==> config.mk <==
export PLATFORM = sky130hd
export DESIGN_NAME = pne_entry
export DESIGN_NICKNAME = d
export VERILOG_FILES = /design/src/hdl/pne_pkg.sv /design/src/hdl/pne_entry.sv
export SDC_FILE = /design/constraint.sdc
export NUM_CORES = 1
export LEC_CHECK = 0
export ABC_CLOCK_PERIOD_IN_PS = 3050
export BUFFER_PORTS_ARGS = -buffer_cell sky130_fd_sc_hd__buf_2
export CORE_UTILIZATION = 50
export DETAILED_ROUTE_END_ITERATION = 10
export PLACE_DENSITY_LB_ADDON = 0.12
export SETUP_SLACK_MARGIN = 0.02
export SYNTH_ARGS = -nofsm -noshare
export SYNTH_HDL_FRONTEND = slang
export SYNTH_SLANG_ARGS = --single-unit
==> constraint.sdc <==
create_clock -name clock -period 3.05 [get_ports clock]
set_clock_uncertainty 0.05 [all_clocks]
set_input_delay 0.1525 -clock clock [delete_from_list [all_inputs] [get_ports clock]]
set_output_delay 0.1525 -clock clock [all_outputs]
set_load 0.1 [all_outputs]
==> src/hdl/pne_pkg.sv <==
`default_nettype none
package pne_pkg;
    localparam int unsigned CLK_HZ          = 10_000_000;
    // debounce settle time, hold time for entry, blink half periods
    localparam int unsigned DEBOUNCE_US     = 20_000;
    localparam int unsigned DEBOUNCE_CYC    = DEBOUNCE_US * (CLK_HZ / 1_000_000);
    localparam int unsigned HOLD_MS         = 3_000;
    localparam int unsigned HOLD_CYC        = HOLD_MS * (CLK_HZ / 1_000);
    localparam int unsigned BLINK_HALF_MS   = 250;
    localparam int unsigned BLINK_HALF_CYC  = BLINK_HALF_MS * (CLK_HZ / 1_000);
    localparam int unsigned GAP_MS          = 1_000;
    localparam int unsigned GAP_CYC         = GAP_MS * (CLK_HZ / 1_000);
    localparam logic [3:0]  DIGIT_COUNT     = 4'h3;
    localparam logic [3:0]  CONFIRM_BLINKS  = 4'hA;
    localparam logic [3:0]  MAX_DIGIT       = 4'h9;
    localparam logic [3:0]  LEGACY_PREFIX   = 4'h1;
    localparam logic [15:0] PROG_RESET      = 16'h0000;

    typedef enum logic [2:0] {
        PNE_IDLE    = 3'b000,
        PNE_ENTRY   = 3'b001,
        PNE_COUNT   = 3'b010,
        PNE_PRESSED = 3'b011,
        PNE_CONFIRM = 3'b100
    } pne_state_e;
endpackage
`default_nettype wire

==> src/hdl/pne_entry.sv <==
`timescale 1ns/100ps
`default_nettype none
module pne_entry
    import pne_pkg::*;
#(
    parameter int unsigned DEBOUNCE = DEBOUNCE_CYC,
    parameter int unsigned HOLD     = HOLD_CYC,
    parameter int unsigned HALF     = BLINK_HALF_CYC,
    parameter int unsigned GAP      = GAP_CYC
) (
    input  wire logic        clock,
    input  wire logic        reset,
    input  wire logic        switch_pressed,
    input  wire logic        remote_set,
    input  wire logic        remote_short,
    input  wire logic [15:0] remote_value,
    input  wire logic        boot_set,
    input  wire logic [15:0] boot_value,
    output logic             led,
    output logic [15:0]      program_number,
    output logic             manual_active,
    output logic             program_done
);
    ////////////////////////////////////////////////////////////////////
    // switch conditioning
    logic        sync_a;
    logic        sync_b;
    logic        sw;
    logic [31:0] deb_cnt;
    logic        sw_prev;
    logic        press;
    logic        release_ev;

    always_ff @(posedge clock) begin
        if (reset) begin
            sync_a <= 1'b0;
            sync_b <= 1'b0;
        end else begin
            sync_a <= switch_pressed;
            sync_b <= sync_a;
        end
    end

    always_ff @(posedge clock) begin
        if (reset) begin
            sw      <= 1'b0;
            deb_cnt <= '0;
            sw_prev <= 1'b0;
        end else begin
            sw_prev <= sw;
            if (sync_b == sw) begin
                deb_cnt <= '0;
            end else if (deb_cnt >= DEBOUNCE - 1) begin
                sw      <= sync_b;
                deb_cnt <= '0;
            end else begin
                deb_cnt <= deb_cnt + 32'h1;
            end
        end
    end

    assign press      = sw & ~sw_prev;
    assign release_ev = ~sw & sw_prev;

    ////////////////////////////////////////////////////////////////////
    // sequencing
    function automatic logic [15:0] prefix(input logic [11:0] low);
        prefix = {LEGACY_PREFIX, low};
    endfunction

    pne_state_e  state;
    logic [31:0] timer;
    logic [31:0] hold_cnt;
    logic [3:0]  blinks;
    logic [3:0]  digit_idx;
    logic [11:0] digits;
    logic        phase;

    always_ff @(posedge clock) begin
        if (reset) begin
            hold_cnt <= '0;
        end else if (sw && state == PNE_IDLE) begin
            if (hold_cnt < HOLD) begin
                hold_cnt <= hold_cnt + 32'h1;
            end
        end else begin
            hold_cnt <= '0;
        end
    end

    always_ff @(posedge clock) begin
        if (reset) begin
            state     <= PNE_IDLE;
            timer     <= '0;
            blinks    <= '0;
            digit_idx <= '0;
            digits    <= '0;
            phase     <= 1'b0;
            led       <= 1'b0;
        end else begin
            unique case (state)
                PNE_IDLE: begin
                    led <= 1'b0;
                    if (hold_cnt == HOLD - 1) begin
                        state <= PNE_ENTRY;
                        led   <= 1'b1;
                        timer <= '0;
                        phase <= 1'b1;
                    end
                end
                PNE_ENTRY: begin
                    // blink until released
                    if (timer >= HALF - 1) begin
                        timer <= '0;
                        led   <= ~led;
                    end else begin
                        timer <= timer + 32'h1;
                    end
                    if (release_ev) begin
                        state     <= PNE_COUNT;
                        digit_idx <= '0;
                        blinks    <= '0;
                        timer     <= '0;
                        phase     <= 1'b0;
                        led       <= 1'b0;
                    end
                end
                PNE_COUNT: begin
                    if (press) begin
                        digits    <= {digits[7:0], blinks};
                        digit_idx <= digit_idx + 4'h1;
                        state     <= PNE_PRESSED;
                        led       <= 1'b0;
                        timer     <= '0;
                    end else if (timer >= HALF - 1) begin
                        timer <= '0;
                        phase <= ~phase;
                        led   <= ~phase;
                        if (!phase) begin
                            // counter wraps after the highest digit
                            if (blinks == MAX_DIGIT) begin
                                blinks <= 4'h1;
                            end else begin
                                blinks <= blinks + 4'h1;
                            end
                        end
                    end else begin
                        timer <= timer + 32'h1;
                    end
                end
                PNE_PRESSED: begin
                    if (release_ev) begin
                        timer  <= '0;
                        phase  <= 1'b0;
                        blinks <= '0;
                        led    <= 1'b0;
                        if (digit_idx == DIGIT_COUNT) begin
                            state <= PNE_CONFIRM;
                        end else begin
                            state <= PNE_COUNT;
                        end
                    end
                end
                PNE_CONFIRM: begin
                    if (timer >= HALF - 1) begin
                        timer <= '0;
                        phase <= ~phase;
                        led   <= ~phase;
                        if (phase) begin
                            blinks <= blinks + 4'h1;
                            if (blinks == CONFIRM_BLINKS - 4'h1) begin
                                state <= PNE_IDLE;
                            end
                        end
                    end else begin
                        timer <= timer + 32'h1;
                    end
                end
                default: begin
                    state <= PNE_IDLE;
                end
            endcase
        end
    end

    ////////////////////////////////////////////////////////////////////
    // program number store
    logic manual_commit;
    assign manual_commit = (state == PNE_PRESSED) && release_ev
                           && (digit_idx == DIGIT_COUNT);

    always_ff @(posedge clock) begin
        if (reset) begin
            program_number <= PROG_RESET;
            program_done   <= 1'b0;
        end else begin
            program_done <= 1'b0;
            if (manual_commit) begin
                program_number <= prefix(digits);
                program_done   <= 1'b1;
            end else if (remote_set) begin
                if (remote_short) begin
                    program_number <= prefix(remote_value[11:0]);
                end else begin
                    program_number <= remote_value;
                end
                program_done <= 1'b1;
            end else if (boot_set) begin
                program_number <= boot_value;
                program_done   <= 1'b1;
            end
        end
    end

    always_ff @(posedge clock) begin
        if (reset) begin
            manual_active <= 1'b0;
        end else begin
            manual_active <= (state != PNE_IDLE);
        end
    end
endmodule
`default_nettype wire

==> impl_metrics.env <==
export IMPL_hold_violations=0
export IMPL_antenna_found_initial=0
export IMPL_drtIter0Drc=359
export IMPL_die_h_um=116
export IMPL_netlist_top_cell_by_area="dfxtp_1"
export IMPL_fmax_ghz=0.364
export IMPL_peakVddDrop_v=0.000347
export IMPL_synth_seq_area_share_pct=44.1
export IMPL_fin_crit_ns=2.75
export IMPL_grt_pass1_wl_um=23900
export IMPL_drc_errors=0
export IMPL_status="completed"
export IMPL_fin_cells=1031
export IMPL_fillCellCount=1133
export IMPL_syn2layout_area_growth_pct=17.5
export IMPL_die_area_um2=13500
export IMPL_p_leak_uw=0.00279
export IMPL_power_density_nw_per_um2=572
export IMPL_worstMarginPinSlew_ns=0.897
export IMPL_place_inst=995
export IMPL_cts_root_buffer_cell="clkbuf_16"
export IMPL_clockBufferDepth=2
export IMPL_ys_ff_latch=143
export IMPL_synth_edff_count=0
export IMPL_synth_cell_types=67
export IMPL_worst_ep_required_time_ns=3.32
export IMPL_syn_avg_cell_area_um2=8.36
export IMPL_synth_async_reset_ratio_pct=0
export IMPL_clkTransAtPathRegs_ns=0.06
export IMPL_regArea_um2=2860
export IMPL_yosysMostFrequentCell="dfxtp_1"
export IMPL_slew_limit_headroom_pct=39.7
export IMPL_place_hpwl_um=9810
export IMPL_synth_top_cell_area_share_pct=44.1
export IMPL_synth_flop_cell="dfxtp_1"
export IMPL_final_setup_tns_ns=0
export IMPL_end_kind="flip-flop"
export IMPL_critPathKind="flip-flop to flip-flop"
export IMPL_htree_num_levels=4
export IMPL_vias=5731
export IMPL_n_antenna_cell=0
export IMPL_post_cts_buffers=0
export IMPL_ys_warn_count=0
export IMPL_final_max_slew_violation_count=0
export IMPL_maxCapViolCount=0
export IMPL_cts_tree="done"
export IMPL_fin_crit_sh_pct=90.0
export IMPL_portBuffers=56
export IMPL_wl_um=14300
export IMPL_drtPass1Iterations=6
export IMPL_cp_max_fo=16
export IMPL_rsz0062_at_grt="false"
export IMPL_core_region_area_um2=12600
export IMPL_arrival_ns=3.02
export IMPL_viasPerCell=5.56
export IMPL_reg2reg_depth=6
export IMPL_rows=41
export IMPL_antenna_left=0
export IMPL_synth_area_um2=6500
export IMPL_grt_overflow=0
export IMPL_hold_class="primary input to flip-flop"
export IMPL_hold_path_depth=5
export IMPL_grt_pass1_vias=5328
export IMPL_fp_dieW_um=116
export IMPL_grtUsageTotal_pct=22.6
export IMPL_worstSetupStartpointType="flip-flop"
export IMPL_io_pins=57
export IMPL_cts_buffers=17
export IMPL_gp_congestion=0.809
export IMPL_synthTopCellsByArea="dfxtp_1, nor2_1, xnor2_1, nand2_1, a21oi_1"
export IMPL_nets=890
export IMPL_wire_per_inst_um=13.9
export IMPL_initial_core_util_pct=51.5
export IMPL_grt_max_degree=51
export IMPL_multi_input_area_um2=3460
export IMPL_drive_above_1_share_pct=14.0
export IMPL_cts_sinks=143
export IMPL_finalSetupViolations=0
export IMPL_yosys_top_cells_count="dfxtp_1, nor2_1, nand2_1"
export IMPL_worstSkewPairLatency_ns=0.43
export IMPL_synthesis_instances=777
-- critical path: stages (launching register included) --
cell	delay (ns)
dfxtp_1	0.36
or4_4	0.56
a21oi_2	0.11
and3b_1	0.35
nor3_1	0.80
a31oi_1	0.17
a41o_1	0.23
-- cell families (layout without fill, tap and decap cells) --
kind of cell | Yosys count | in the layout | synth area share (%)
DFF | 143 | 143 | 44.1
buffers and inverters | 53 | 122 | 3.45
and+or+nand+nor | 378 | 378 | 28.9
other | 1 | 14 | 0.0577
adders and majority gates | 6 | 6 | 1.16
AOI/OAI and AO/OA | 143 | 143 | 15.0
muxes | 8 | 8 | 1.23
xor gates and xnor gates | 45 | 45 | 6.07
-- area by class of cell --
type	instances	area share, %
multi-input cells	594	45.4
clock inverters	14	2.36
inverters	16	0.786
clock buffers	18	5.62
repair buffers	74	5.57
flip-flops and latches	143	37.5
well taps	172	2.82
-- timing repair --
action / CTS / global route
gates resized for setup: 0 / 0
endpoints found under the hold margin: 4 / 0
hold buffers: 4 / 0
-- final timing paths --
kind / endpoint / from / slack [ns]
worst min-delay path: program_number[12] / remote_value[12] / 0.03
worst max register to register: hold_cnt[16] / hold_cnt[11] / 0.30
worst min register to register: digits[11] / digits[11] / 0.41
worst max-delay path: hold_cnt[16] / hold_cnt[11] / 0.30
-- power breakdown --
group	switching (µW)	leakage (µW)	internal (µW)
Combinational	231	0.00134	89.5
Sequential	20.5	0.00116	1900
Clock	825	0.000293	1300
-- sequential cells by signal (all words and copies together), names as in the netlist --
register,cells
digit_idx,4
state,3
blinks,4
sync_a,1
sw_prev,1
phase,1
program_number,16
sync_b,1
sw,1
program_done,1
led,1
hold_cnt,32
digits,12
manual_active,1
deb_cnt,32
timer,32
-- cell usage in the layout, fill, tap and decap left out, drive strengths merged, types with 10 or more instances in the layout --
cell	Yosys	layout
dfxtp	143	143
nor4	27	27
inv	16	22
clkbuf	29	18
xnor2	36	36
and3	16	16
conb	1	14
nand4	18	18
nand3	27	27
buf	8	70
and2	10	10
o21ai	18	18
nor2	136	136
a21oi	57	57
a221oi	12	12
nor3	18	18
nand2	77	77
-- stage by stage --
stage | worst slack [ns] | instance area (µm²) | hold slack (ns) | util [%] | total power [µW]
floorplan | 0.644 | 6550 | 0.231 | - | 2200
global placement | 0.464 | 6990 | 0.330 | 55.4 | 2270
global route | 0.0614 | 7640 | 0.0565 | 60.5 | 4530
finish | 0.305 | 7640 | 0.0324 | 60.5 | 4370
detailed placement | 0.363 | 6990 | 0.337 | 55.4 | 2280
CTS | 0.343 | 7640 | 0.0133 | 60.5 | 4420
-- metal layers --
metal	global-route usage, %	share of wire (%)	up-vias
met2	38.2	49	132
met5	0	0	-
li1	-	-	2907
met4	10.2	1.7	0
met1	27.0	46	2672
met3	5.75	4.0	20
Power figures use the tool's default switching activity.
